--- config.mk ---
export PLATFORM = sky130hd
export DESIGN_NAME = gdf_fault_status
export DESIGN_NICKNAME = d
export VERILOG_FILES = /design/src/hdl/gdf_pkg.sv /design/src/hdl/gdf_if.sv /design/src/hdl/gdf_timer.sv /design/src/hdl/gdf_fault_status.sv
export SDC_FILE = /design/constraint.sdc
export NUM_CORES = 1
export LEC_CHECK = 0
export ABC_AREA = 1
export BUFFER_PORTS_ARGS = -buffer_cell sky130_fd_sc_hd__buf_2
export CAP_MARGIN = 20
export CORE_ASPECT_RATIO = 0.9
export CORE_MARGIN = 2
export CORE_UTILIZATION = 45
export DETAILED_ROUTE_END_ITERATION = 12
export PLACE_DENSITY = 0.63
export SLEW_MARGIN = 20
export SYNTH_ARGS = -nofsm -noshare
export SYNTH_HDL_FRONTEND = slang
export SYNTH_SLANG_ARGS = --single-unit
--- constraint.sdc ---
create_clock -name CLK -period 2.2 [get_ports CLK]
set_clock_uncertainty 0.2 [all_clocks]
set_input_delay 0.22 -clock CLK [delete_from_list [all_inputs] [get_ports CLK]]
set_output_delay 0.22 -clock CLK [all_outputs]
set_load 0.01 [all_outputs]
--- src/hdl/gdf_pkg.sv ---
package gdf_pkg;
  localparam int CLK_HZ = 100_000_000;
  // acknowledge pulse length, ns
  localparam int ACK_NS = 900;
  localparam int ACK_CYC = (ACK_NS * (CLK_HZ / 1_000_000)) / 1000;
  // failure indication, ms
  localparam int FAIL_MS = 1000;
  localparam int FAIL_CYC = FAIL_MS * (CLK_HZ / 1000);
  // latest turn-off after short circuit, ns
  localparam int SC_OFF_NS = 10_000;
  localparam int SC_OFF_CYC = (SC_OFF_NS * (CLK_HZ / 1_000_000)) / 1000;
  localparam int CNT_W = 27;
  localparam logic GATE_OFF_RST = 1'b0;
  localparam logic STATUS_RST = 1'b0;
  typedef enum logic {GDF_MODE_TWO_LEVEL, GDF_MODE_MULTI_LEVEL} gdf_mode_t;
endpackage : gdf_pkg

--- src/hdl/gdf_if.sv ---
`timescale 1ns/1ps
interface gdf_if;
  logic start;
  logic [26:0] load;
  logic busy;
  modport ctrl (output start, output load, input busy);
  modport tmr (input start, input load, output busy);
endinterface : gdf_if

--- src/hdl/gdf_timer.sv ---
`timescale 1ns/1ps
module gdf_timer (
  input wire logic clk,
  input wire logic rst_n,
  gdf_if.tmr t
);
  logic [26:0] cnt_reg;
  logic [26:0] cnt_next;
  assign cnt_next = t.start ? t.load :
                    (cnt_reg != 27'h0) ? cnt_reg - 27'h1 : 27'h0;
  assign t.busy = (cnt_reg != 27'h0);
  always_ff @(posedge clk or negedge rst_n)
  begin
    if (!rst_n)
      cnt_reg <= 27'h0;
    else
      cnt_reg <= cnt_next;
  end
endmodule : gdf_timer

--- src/hdl/gdf_fault_status.sv ---
`timescale 1ns/1ps
module gdf_fault_status (
  input wire logic CLK,
  input wire logic RESETN,
  input wire logic CMD_LIGHT,
  input wire logic SHORT_DETECT,
  input wire logic SUPPLY_OK,
  input wire logic FAULT_MODE_SELECT,
  output logic GATE_ON,
  output logic STATUS_LIGHT,
  output logic FAULT_LOCKED
);
  typedef enum logic [1:0] {GDF_RUN, GDF_LOCK} gdf_state_t;
  gdf_state_t state_reg, state_next;
  logic cmd_reg;
  logic ack_busy_reg;
  logic [9:0] ack_cnt_reg;
  logic cmd_edge;
  logic two_level;
  logic sc_event;
  logic lock_done;
  logic gate_next;
  logic status_next;
  logic ack_start;
  logic quiet_clear;
  logic [7:0] quiet_reg;
  logic [7:0] quiet_next;
  logic [7:0] edge_age_reg;
  logic [7:0] edge_age_next;
  logic [gdf_pkg::CNT_W-1:0] lock_cnt_reg;
  logic [gdf_pkg::CNT_W-1:0] lock_cnt_next;
  gdf_if tif ();
  gdf_timer u_timer (.clk(CLK), .rst_n(RESETN), .t(tif));

  // low selects positions 1-2
  assign two_level = (FAULT_MODE_SELECT ==
                      gdf_pkg::GDF_MODE_TWO_LEVEL);
  assign cmd_edge = CMD_LIGHT ^ cmd_reg;
  assign sc_event = SHORT_DETECT && (state_reg == GDF_RUN);
  assign lock_done = (state_reg == GDF_LOCK) && !tif.busy && !tif.start;
  assign tif.start = sc_event;
  assign tif.load = 27'(gdf_pkg::FAIL_CYC);

  always_comb
  begin
    state_next = state_reg;
    case (state_reg)
      GDF_RUN:
        if (sc_event)
          state_next = GDF_LOCK;
      GDF_LOCK:
        if (lock_done)
          state_next = GDF_RUN;
      default:
        state_next = GDF_RUN;
    endcase
  end

  // two-level: off immediately and held off while locked
  assign gate_next = CMD_LIGHT && SUPPLY_OK &&
                     !(two_level && (sc_event ||
                       state_next == GDF_LOCK));
  // dark on lock, supply fault or acknowledge
  assign status_next = SUPPLY_OK &&
                       (state_next == GDF_RUN) &&
                       !cmd_edge && !ack_busy_reg;

  always_ff @(posedge CLK or negedge RESETN)
  begin
    if (!RESETN)
    begin
      state_reg <= GDF_RUN;
      cmd_reg <= 1'b0;
      ack_busy_reg <= 1'b0;
      ack_cnt_reg <= 10'h0;
      GATE_ON <= gdf_pkg::GATE_OFF_RST;
      STATUS_LIGHT <= gdf_pkg::STATUS_RST;
      FAULT_LOCKED <= 1'b0;
    end
    else
    begin
      state_reg <= state_next;
      cmd_reg <= CMD_LIGHT;
      if (cmd_edge && state_next == GDF_RUN)
      begin
        ack_busy_reg <= 1'b1;
        ack_cnt_reg <= 10'(gdf_pkg::ACK_CYC - 2);
      end
      else if (ack_cnt_reg != 10'h0)
        ack_cnt_reg <= ack_cnt_reg - 10'h1;
      else
        ack_busy_reg <= 1'b0;
      GATE_ON <= gate_next;
      STATUS_LIGHT <= status_next;
      FAULT_LOCKED <= (state_next == GDF_LOCK);
    end
  end

  // checker helpers only: nothing below feeds the outputs
  assign ack_start = cmd_edge && (state_next == GDF_RUN);
  // cycles of steady command, good supply and no fault
  assign quiet_clear = cmd_edge || !SUPPLY_OK || FAULT_LOCKED ||
                       SHORT_DETECT;
  assign quiet_next = quiet_clear ? 8'h0 :
                      (quiet_reg == 8'hff) ? quiet_reg :
                      quiet_reg + 8'h1;
  // cycles since the last acknowledged command edge
  assign edge_age_next = ack_start ? 8'h0 :
                         (edge_age_reg == 8'hff) ? edge_age_reg :
                         edge_age_reg + 8'h1;
  // cycles spent in the failure indication
  assign lock_cnt_next = !FAULT_LOCKED ? 27'h0 :
                         (lock_cnt_reg == 27'h7ffffff) ? lock_cnt_reg :
                         lock_cnt_reg + 27'h1;

  always_ff @(posedge CLK or negedge RESETN)
  begin
    if (!RESETN)
    begin
      quiet_reg <= 8'h0;
      edge_age_reg <= 8'hff;
      lock_cnt_reg <= 27'h0;
    end
    else
    begin
      quiet_reg <= quiet_next;
      edge_age_reg <= edge_age_next;
      lock_cnt_reg <= lock_cnt_next;
    end
  end

  a_two_level_off: assert property (@(posedge CLK) disable iff (!RESETN)
    SHORT_DETECT && two_level |=> !GATE_ON)
    else $error("gate not off after short in two-level");
  a_three_follow: assert property (@(posedge CLK) disable iff (!RESETN)
    !two_level && CMD_LIGHT && SUPPLY_OK |=> GATE_ON)
    else $error("gate not following command in three-level");
  a_lock_dark: assert property (@(posedge CLK) disable iff (!RESETN)
    $rose(FAULT_LOCKED) |-> !STATUS_LIGHT [*8])
    else $error("status lit during failure lock");
  a_ack_dark: assert property (@(posedge CLK) disable iff (!RESETN)
    cmd_edge && state_next == GDF_RUN |=> !STATUS_LIGHT [*8])
    else $error("acknowledge pulse too short");
  a_ack_end: assert property (@(posedge CLK) disable iff (!RESETN)
    quiet_reg >= 8'(gdf_pkg::ACK_CYC)
      |-> STATUS_LIGHT)
    else $error("status not lit after acknowledge");
  a_ack_span: assert property (@(posedge CLK) disable iff (!RESETN)
    edge_age_reg == 8'(gdf_pkg::ACK_CYC - 1)
      |-> !STATUS_LIGHT)
    else $error("acknowledge pulse ended early");
  a_supply_dark: assert property (@(posedge CLK) disable iff (!RESETN)
    !SUPPLY_OK |=> !STATUS_LIGHT && !GATE_ON)
    else $error("status lit with bad supply");
  a_gate_cmd: assert property (@(posedge CLK) disable iff (!RESETN)
    !CMD_LIGHT |=> !GATE_ON)
    else $error("gate on with dark command");
  a_sel_mode: assert property (@(posedge CLK) disable iff (!RESETN)
    FAULT_LOCKED && FAULT_MODE_SELECT && CMD_LIGHT && SUPPLY_OK
      |=> GATE_ON)
    else $error("multi-level selection ignored");
  a_lock_release: assert property (@(posedge CLK) disable iff (!RESETN)
    lock_done |=> !FAULT_LOCKED)
    else $error("lock not released");
  a_lock_start: assert property (@(posedge CLK) disable iff (!RESETN)
    SHORT_DETECT && !FAULT_LOCKED
      |=> FAULT_LOCKED && !STATUS_LIGHT)
    else $error("short not reported");
  a_lock_all_dark: assert property (@(posedge CLK) disable iff (!RESETN)
    FAULT_LOCKED
      |-> !STATUS_LIGHT)
    else $error("status lit while locked");
  a_lock_hold: assert property (@(posedge CLK) disable iff (!RESETN)
    FAULT_LOCKED && tif.busy
      |=> FAULT_LOCKED)
    else $error("lock released early");
  a_lock_length: assert property (@(posedge CLK) disable iff (!RESETN)
    $fell(FAULT_LOCKED)
      |-> lock_cnt_reg == 27'(gdf_pkg::FAIL_CYC + 1))
    else $error("failure indication length wrong");
  a_timer_armed: assert property (@(posedge CLK) disable iff (!RESETN)
    $rose(FAULT_LOCKED)
      |-> tif.busy)
    else $error("lock timer not started");
  a_no_relock: assert property (@(posedge CLK) disable iff (!RESETN)
    FAULT_LOCKED
      |-> !tif.start)
    else $error("lock timer restarted");
  a_two_lock_off: assert property (@(posedge CLK) disable iff (!RESETN)
    two_level && FAULT_LOCKED && !lock_done
      |=> !GATE_ON)
    else $error("gate on during two-level lock");
  a_gate_follow: assert property (@(posedge CLK) disable iff (!RESETN)
    CMD_LIGHT && SUPPLY_OK && !FAULT_LOCKED && !SHORT_DETECT
      |=> GATE_ON)
    else $error("gate not on with lit command");
  c_ack: cover property (@(posedge CLK) cmd_edge ##1 !STATUS_LIGHT);
  c_two_fault: cover property (@(posedge CLK) sc_event && two_level);
  c_multi_fault: cover property (@(posedge CLK) sc_event && !two_level);
  c_release: cover property (@(posedge CLK) lock_done);
  c_lock_edge: cover property (@(posedge CLK) FAULT_LOCKED && cmd_edge);
endmodule : gdf_fault_status

==> results of run 1 <==
cell usage after synthesis (2+ instances only):
cell type / n
nor2_4: 6
xor2_1: 13
nand3_2: 2
nor3_1: 3
nand4_1: 7
nand3_1: 22
o21ai_1: 2
nand3b_1: 2
o211ai_1: 2
inv_1: 34
dfrtp_1: 44
nor2_2: 6
nand2_1: 56
ha_1: 3
xnor2_1: 3
nand2_2: 4
nor3b_1: 2
a21oi_1: 7
o21ai_0: 10
nor2_1: 50
power by group:
part	switching, W	internal, W
Clock	0.000261	0.000337
Combinational	0.000410	0.000243
Sequential	0.000145	0.000948
routing by layer:
layer | track usage | wire length (um) | up-vias
met5 | 0 | 0 | -
met3 | 0.0408 | 191 | 6
li1 | - | - | 959
met2 | 0.244 | 1850 | 30
met1 | 0.279 | 2500 | 829
met4 | 0.0565 | 64 | 0
stage by stage:
stage | power (W) | utilization | hold slack, ns
detailed placement | 0.00175 | 0.482 | 0.0549
CTS | 0.00237 | 0.511 | 0.0499
floorplan | 0.00159 | - | -0.276
global placement | 0.00174 | 0.482 | 0.0487
finish | 0.00234 | 0.511 | 0.0565
global route | 0.00253 | 0.511 | 0.106
worst max path at each step:
stage | start | to | slack (ns) | depth (start not counted)
after floorplan | ack_cnt_reg[0] | ack_cnt_reg[5] | 0.50 | 11
after global placement | u_timer.cnt_reg[0] | ack_cnt_reg[1] | 0.28 | 9
after detailed placement | u_timer.cnt_reg[0] | u_timer.cnt_reg[17] | 0.30 | 8
after CTS | u_timer.cnt_reg[0] | u_timer.cnt_reg[17] | 0.26 | 8
after global routing | ack_cnt_reg[0] | ack_cnt_reg[5] | 0.12 | 11
final | u_timer.cnt_reg[0] | u_timer.cnt_reg[17] | 0.30 | 8
critical path: cells and delay by family (launching register included):
kind / cells / cell delay, ns
buffers and inverters: 1 / 0.13
and+or+nand+nor: 4 / 0.73
adders and majority gates: 1 / 0.16
DFF: 1 / 0.38
AOI/OAI and AO/OA: 2 / 0.18
logic make-up (layout without fill, tap and decap cells):
group	count (synthesis)	in the layout	share of synthesized area
other	1	1	0.00159
buffers and inverters	38	58	0.0651
adders and majority gates	3	3	0.0159
xor gates and xnor gates	16	16	0.0593
AOI/OAI and AO/OA	25	25	0.0588
and+or+nand+nor	164	164	0.334
DFF	44	44	0.466
layout make-up:
cell class / count / area (um2)
clock buffers: 6 / 72.6
clock inverters: 2 / 35.0
fillers: 479 / 2530
inverters: 35 / 131
multi-input cells: 209 / 1110
flip-flops and latches: 44 / 1100
well taps: 67 / 83.8
repair buffers: 15 / 103
what timing repair did:
item,in CTS,in global routing
hold endpoints to repair,26,0
hold buffers,4,0
gates resized for setup,0,0
==> flow_summary.yaml, run 1 <==
status:
  outcome: "finished, final reports clean"
setup_path:
  ff2ff_path_depth: 8
  reg2reg_slack_ns: 0.30
  slowest_stage: "dfrtp_1"
  crit_fanout: 15
  criticalPathCategory: "flip-flop to flip-flop"
  start_kind: "flip-flop"
  end_kind: "flip-flop"
  critPathRequiredTime_ns: 2.19
  critPathMaxStageDelay_ns: 0.38
  crit_path_cell_trace: "inv_1, ha_1, nand3_1, nor2_2, nand3_4, nand2_2, a21oi_1, o21a_1"
  arrival_ns: 1.89
  reg2reg_to: "u_timer.cnt_reg[17]"
  crit-reg2reg-launch: "u_timer.cnt_reg[0]"
logic_synthesis:
  ys_seq_area_frac: 0.466
  ys_top_cells_by_area: "dfrtp_1 (47%), nand2_1 (8.9%), nor2_1 (7.9%), inv_1 (5.4%), xor2_1 (4.8%)"
  syn_nets: 300
  synth_seq_cells: 44
  synth.avg_cell_area_um2: 8.12
  synthCells: 291
  ys_warn_count: 0
  synth_flop_cell: "dfrtp_1"
  synth_cell_type_count: 33
  synth_edf_count: 0
  async_reset_ff_frac: 1.00
  syn_area_um2: 2360
  yosysTopAreaCell: "dfrtp_1"
  yosysTopAreaCellShare: 0.466
layout:
  area_growth_pct: 11.5
  fin_area_um2: 2640
  post_layout_nonfiller_instances: 378
  nets: 319
  antenna_cells: 0
  layout_common_cells: "nand2_1 (56), nor2_1 (50), dfrtp_1 (44)"
  final_common_cell: "nand2_1"
  largest_register_ffs: 27
  drive_gt1_frac: 0.129
grt:
  antenna_found_initial: 0
  track_usage: 0.178
  grt_pass1_vias: 1707
  grt_max_degree: 26
  grt_pass1_wl_um: 8000
  overflow: 0
drt:
  detail-route-antenna-nets: 0
  wl_um: 4610
  vias: 1824
  drt-initial-drc-count: 130
  first_pass_iters: 4
  wl_per_cell_um: 12.2
  drc: 0
  vias_per_cell: 4.83
floorplanning:
  dieArea_um2: 5850
  fp.dieH_um: 72.8
  io_pins: 9
  std_cell_rows: 25
  start_util: 0.458
  core_um2: 5160
  dieWidth_um: 80.4
place:
  io_buffers: 8
  dp_slack_ns: 0.299
  placed_cell_area_um2: 2490
  place_inst: 366
  hpwl_um: 3410
  routabilityCongestion: 0.854
sta:
  clock.fmax_mhz: 527
  slew_viol_final: 0
  hold_viol: 0
  rsz0062_at_grt: "false"
  finalSetupTns_ns: 0
  min_period_ns: 1.90
  report.final.setup_viol: 0
  worst_slew_pin_slew_ns: 0.571
  postLayoutSetupSlackWorst_ns: 0.303
  fin_crit_sh: 0.862
  maxSlewHeadroom: 0.619
worst_hold_path:
  min_to: "FAULT_LOCKED"
  worstHoldStart: "SHORT_DETECT"
  worstHoldPathType: "input port to flip-flop"
  hold_depth: 3
cts:
  cts_num_sinks: 44
  numCtsBuffers: 5
  cts_root_buffer: "clkbuf_8"
  cts_tree: "done"
  cts_buffer_depth: 2
  post_cts_buffers: 0
  path_clk_slew_ns: 0.08
  h-tree-depth: 2
  clock_latency_ns: 0.29
power:
  p_leak_nw: 1.24
  peakVddDrop_v: 0.000644
  power.density_nw_per_um2: 889
run:
  cap_violations: 0
Note: power is estimated with default switching activity, not from simulation.
==> inputs of run 2 (changes only) <==
- clock period: 2.2 -> 2.1 ns (I/O delays scaled with it)
==> flow_summary.yaml, run 2 (synthesis results as in run 1) <==
cts:
  numCtsBuffers: 5
  cts_tree: "done"
  clock_latency_ns: 0.29
  h-tree-depth: 2
  postCtsResizedCells: 0
  path_clk_slew_ns: 0.08
  cts_buffer_depth: 2
  cts_root_buffer: "clkbuf_8"
  cts_num_sinks: 44
place:
  routabilityCongestion: 0.836
  hpwl_um: 3390
  place_inst: 366
  io_buffers: 8
floorplanning:
  core_um2: 5160
  dieArea_um2: 5850
  io_pins: 9
  dieWidth_um: 80.4
  fp.dieH_um: 72.8
  std_cell_rows: 25
  start_util: 0.458
grt:
  track_usage: 0.178
  grt_pass1_wl_um: 8160
  overflow: 0
  antenna_found_initial: 0
  grt_max_degree: 24
  grt_pass1_vias: 1760
sta:
  rsz0062_at_grt: "false"
  finalSetupTns_ns: 0
  fin_crit_sh: 0.913
  min_period_ns: 1.92
  slew_viol_final: 0
  report.final.setup_viol: 0
  hold_viol: 0
  maxSlewHeadroom: 0.654
  worst_slew_pin_slew_ns: 0.519
  clock.fmax_mhz: 522
worst_hold_path:
  worstHoldPathType: "input port to flip-flop"
  min_to: "FAULT_LOCKED"
  hold_depth: 3
  worstHoldStart: "SHORT_DETECT"
drt:
  drt-initial-drc-count: 85
  vias_per_cell: 4.76
  vias: 1794
  detail-route-antenna-nets: 0
  top_layer_used: "met4"
  wl_um: 4530
  dr_wl_met2_um: 1890
  drc: 0
  wl_per_cell_um: 12.0
  first_pass_iters: 4
  m1WireLength_um: 2450
  wl_met3_um: 137
layout:
  layout_common_cells: "nand2_1 (56), nor2_1 (50), dfrtp_1 (44)"
  post_layout_nonfiller_instances: 377
  largest_register_ffs: 27
  final_common_cell: "nand2_1"
  area_growth_pct: 10.9
  nets: 319
  antenna_cells: 0
  drive_gt1_frac: 0.129
setup_path:
  slowest_stage: "dfrtp_1"
  start_kind: "flip-flop"
  criticalPathCategory: "flip-flop to flip-flop"
  cp_top_family: "simple AND/OR/NAND/NOR gates"
  path_buf_inv: 1
  cpMostUsedCell: "nand3_1"
  ff2ff_path_depth: 9
  critPathMaxStageDelay_ns: 0.38
  crit-reg2reg-launch: "u_timer.cnt_reg[0]"
  end_kind: "flip-flop"
  reg2reg_to: "ack_cnt_reg[1]"
  reg2reg_slack_ns: 0.18
  arrival_ns: 1.90
  crit_path_cell_trace: "inv_1, ha_1, nand3_1, nor2_2, nand3_4, nand2_4, nand3_2, nand3_1, nand2_1"
  crit_fanout: 11
  critPathRequiredTime_ns: 2.08
power:
  swShare: 0.367
  seqPwrFrac: 0.487
  switchingPower_w: 0.000859
  intPower_w: 0.00148
  p_leak_nw: 1.23
  power_frac_clock: 0.215
  combPwrFrac: 0.298
  power.density_nw_per_um2: 893
  peakVddDrop_v: 0.000585
run:
  cap_violations: 0
status:
  outcome: "finished, final reports clean"
-- run 2: layout make-up --
class,count,area (um2)
Clock buffer,5,68.8
Timing Repair Buffer,15,115
Multi-Input combinational cell,209,1110
Sequential cell,44,1100
Fill cell,504,2540
Inverter,35,131
Tap cell,67,83.8
Clock inverter,2,12.5
-- run 2: worst reg2reg max path, stage by stage (launching register included) --
cell and delay [ns]:
dfrtp_1 0.38, inv_1 0.13, ha_1 0.18, nand3_1 0.09
nor2_2 0.17, nand3_4 0.15, nand2_4 0.11, nand3_2 0.20
nand3_1 0.15, nand2_1 0.06
-- run 2: what timing repair did --
item	in CTS	in global routing
hold buffers	4	0
hold endpoints to repair	24	0
setup buffers	0	0
-- run 2: metal layers --
| layer | global-route usage | up-vias |
|---|---|---|
| li1 | - | 954 |
| met1 | 0.280 | 810 |
| met2 | 0.245 | 26 |
| met3 | 0.0371 | 4 |
| met4 | 0.0508 | 0 |
| met5 | 0 | - |
-- run 2: through the flow --
step,instance area (um2),hold slack [ns],power [W],setup WS (ns),utilization
6_report,2620,0.0609,0.00234,0.183,0.508
3_3_place_gp,2500,0.0222,0.00183,0.210,0.484
5_1_grt,2620,0.0789,0.00254,0.00569,0.508
2_1_floorplan,2360,-0.286,0.00167,0.405,-
4_1_cts,2620,0.0585,0.00236,0.157,0.508
3_5_place_dp,2500,0.0185,0.00185,0.180,0.484
-- run 2: worst max path at each step --
stage | start | slack (ns) | to | cells after the start
after floorplan | ack_cnt_reg[0] | 0.40 | ack_cnt_reg[5] | 11
after global placement | u_timer.cnt_reg[0] | 0.21 | ack_cnt_reg[8] | 9
after detailed placement | u_timer.cnt_reg[0] | 0.18 | ack_cnt_reg[1] | 9
after CTS | u_timer.cnt_reg[0] | 0.16 | ack_cnt_reg[1] | 9
after global routing | u_timer.cnt_reg[0] | 0.006 | ack_cnt_reg[0] | 9
final | u_timer.cnt_reg[0] | 0.18 | ack_cnt_reg[1] | 9
-- run 2: power groups by stage --
stage / registers, W / logic [W] / clock network, W
2_1_floorplan: 0.00113 / 0.000544 / 0
3_3_place_gp: 0.00115 / 0.000681 / 0
3_5_place_dp: 0.00115 / 0.000692 / 0
4_1_cts: 0.00114 / 0.000700 / 0.000518
5_1_grt: 0.00117 / 0.000817 / 0.000554
6_report: 0.00114 / 0.000698 / 0.000503
==> inputs of run 3 (changes only) <==
- CORE_ASPECT_RATIO: 0.9 -> 0.5
- REMOVE_ABC_BUFFERS: not set -> 1
==> flow_summary.yaml, run 3 (synthesis results as in run 1) <==
layout:
  register_area_um2: 1100
  area_growth_pct: 12.0
  final_common_cell: "nand2_1"
  antenna_cells: 0
  layout_common_cells: "nand2_1 (56), nor2_1 (49), dfrtp_1 (44)"
  multi_input_area_um2: 1110
  nets: 318
  drive_gt1_frac: 0.132
  n_fill_cell: 475
  largest_register_ffs: 27
setup_path:
  slowest_stage: "dfrtp_1"
  arrival_ns: 1.90
  crit_path_cell_trace: "inv_1, ha_1, nand3_1, nor2_2, nand3_4, nand2_4, nand3_2, inv_1, nor2_1"
  criticalPathCategory: "flip-flop to flip-flop"
  path_buf_inv: 2
  cp_top_family: "simple AND/OR/NAND/NOR gates"
  start_kind: "flip-flop"
  critPathMaxStageDelay_ns: 0.39
  end_kind: "flip-flop"
  critPathRequiredTime_ns: 2.09
  cpMostUsedCell: "inv_1"
  crit_fanout: 11
sta:
  postLayoutSetupSlackWorst_ns: 0.192
  report.final.setup_viol: 0
  rsz0062_at_grt: "false"
  maxSlewHeadroom: 0.625
  hold_viol: 0
  worst_slew_pin_slew_ns: 0.563
  finalSetupTns_ns: 0
  slew_viol_final: 0
  fin_crit_sh: 0.908
  min_period_ns: 1.91
  clock.fmax_mhz: 524
status:
  outcome: "finished, final reports clean"
cts:
  path_clk_slew_ns: 0.08
  numCtsBuffers: 5
  cts_tree: "done"
  clock_latency_ns: 0.29
  h-tree-depth: 2
  cts_root_buffer: "clkbuf_8"
  cts_num_sinks: 44
  cts_buffer_depth: 2
grt:
  grt.met2_usage: 0.260
  grt_max_degree: 45
  gr-usage-met3: 0.0390
  antenna_found_initial: 0
  busiest_layer: "met2"
  grt_pass1_wl_um: 7810
  overflow: 0
  track_usage: 0.166
  grt_pass1_vias: 1751
  grtUsageMet1: 0.230
power:
  power_w: 0.00250
  power.density_nw_per_um2: 945
  peakVddDrop_v: 0.000471
  p_leak_nw: 1.24
drt:
  wl_per_cell_um: 11.5
  drc: 0
  vias_per_cell: 4.78
  drt-initial-drc-count: 71
  first_pass_iters: 4
  detail-route-antenna-nets: 0
  wl_um: 4370
  vias: 1817
floorplanning:
  dieArea_um2: 5880
  std_cell_rows: 18
  fp.dieH_um: 55.2
  core_um2: 5000
  start_util: 0.473
  io_pins: 9
  dieWidth_um: 106
run:
  cap_violations: 0
place:
  hpwl_um: 3180
  dp_slack_ns: 0.180
  io_buffers: 8
  routabilityCongestion: 0.857
worst_hold_path:
  worstHoldPathType: "input port to flip-flop"
-- run 3: cell types whose count changed in the layout (fill, tap and decap cells not counted), sizes merged --
cell,before,now
buf,11,10
bufinv,0,1
clkinvlp,1,0
clkbuf,5,6
-- run 3: layout make-up --
| class | count | share of cell area |
|---|---|---|
| repair buffers | 14 | 0.0359 |
| clock buffers | 6 | 0.0312 |
| flip-flops and latches | 44 | 0.416 |
| inverters | 35 | 0.0496 |
| clock inverters | 2 | 0.0147 |
| multi-input cells | 209 | 0.420 |
| well taps | 70 | 0.0331 |
-- run 3: path summary, 6_finish.rpt --
| path | slack, ns | startpoint | end | cells past startpoint |
|---|---|---|---|---|
| setup / recovery | 0.19 | u_timer.cnt_reg[0] | ack_cnt_reg[7] | 9 |
| hold / removal | 0.04 | SHORT_DETECT | FAULT_LOCKED | 3 |
| setup reg to reg | 0.19 | u_timer.cnt_reg[0] | ack_cnt_reg[7] | 9 |
| hold reg to reg | 0.23 | u_timer.cnt_reg[0] | u_timer.cnt_reg[0] | 1 |
| max in group asynchronous | 0.98 | RESETN | u_timer.cnt_reg[10] | 3 |
| min in group asynchronous | 0.31 | RESETN | ack_cnt_reg[4] | 3 |
-- run 3: metal layers --
layer | vias to the layer above | share of wire
met5 | - | 0
met4 | 0 | 0.010
met3 | 4 | 0.024
met2 | 18 | 0.44
met1 | 840 | 0.52
li1 | 955 | -
-- run 3: report_power, final --
part	switching, W	leakage, nW	internal (W)	total (W)
combinational	0.000428	0.666	0.000253	0.000681
sequential	0.000145	0.511	0.000993	0.00114
clock	0.000293	0.0614	0.000389	0.000682
total	0.000866	1.24	0.00163	0.00250
-- run 3: worst min-delay path, delay by kind of cell --
| family | cells | cell delay (ns) |
|---|---|---|
| and+or+nand+nor | 2 | 0.22 |
| buffers and inverters | 1 | 0.08 |
-- run 3: stage by stage --
stage / hold WS [ns] / cells / util / cell area [um2]
after detailed placement: 0.129 / 368 / 0.497 / 2480
after CTS: 0.0431 / 380 / 0.529 / 2650
after floorplan: -0.286 / 288 / - / 2340
after global routing: 0.0631 / 380 / 0.530 / 2650
final: 0.0446 / 380 / 0.530 / 2650
after global placement: 0.118 / 368 / 0.497 / 2480
-- run 3: timing repair --
item                                    CTS  global route
endpoints found under the setup margin    0             1
hold buffers                              4             0
gates resized for setup                   0             1
buffers inserted                          0             0
endpoints found under the hold margin    47             0
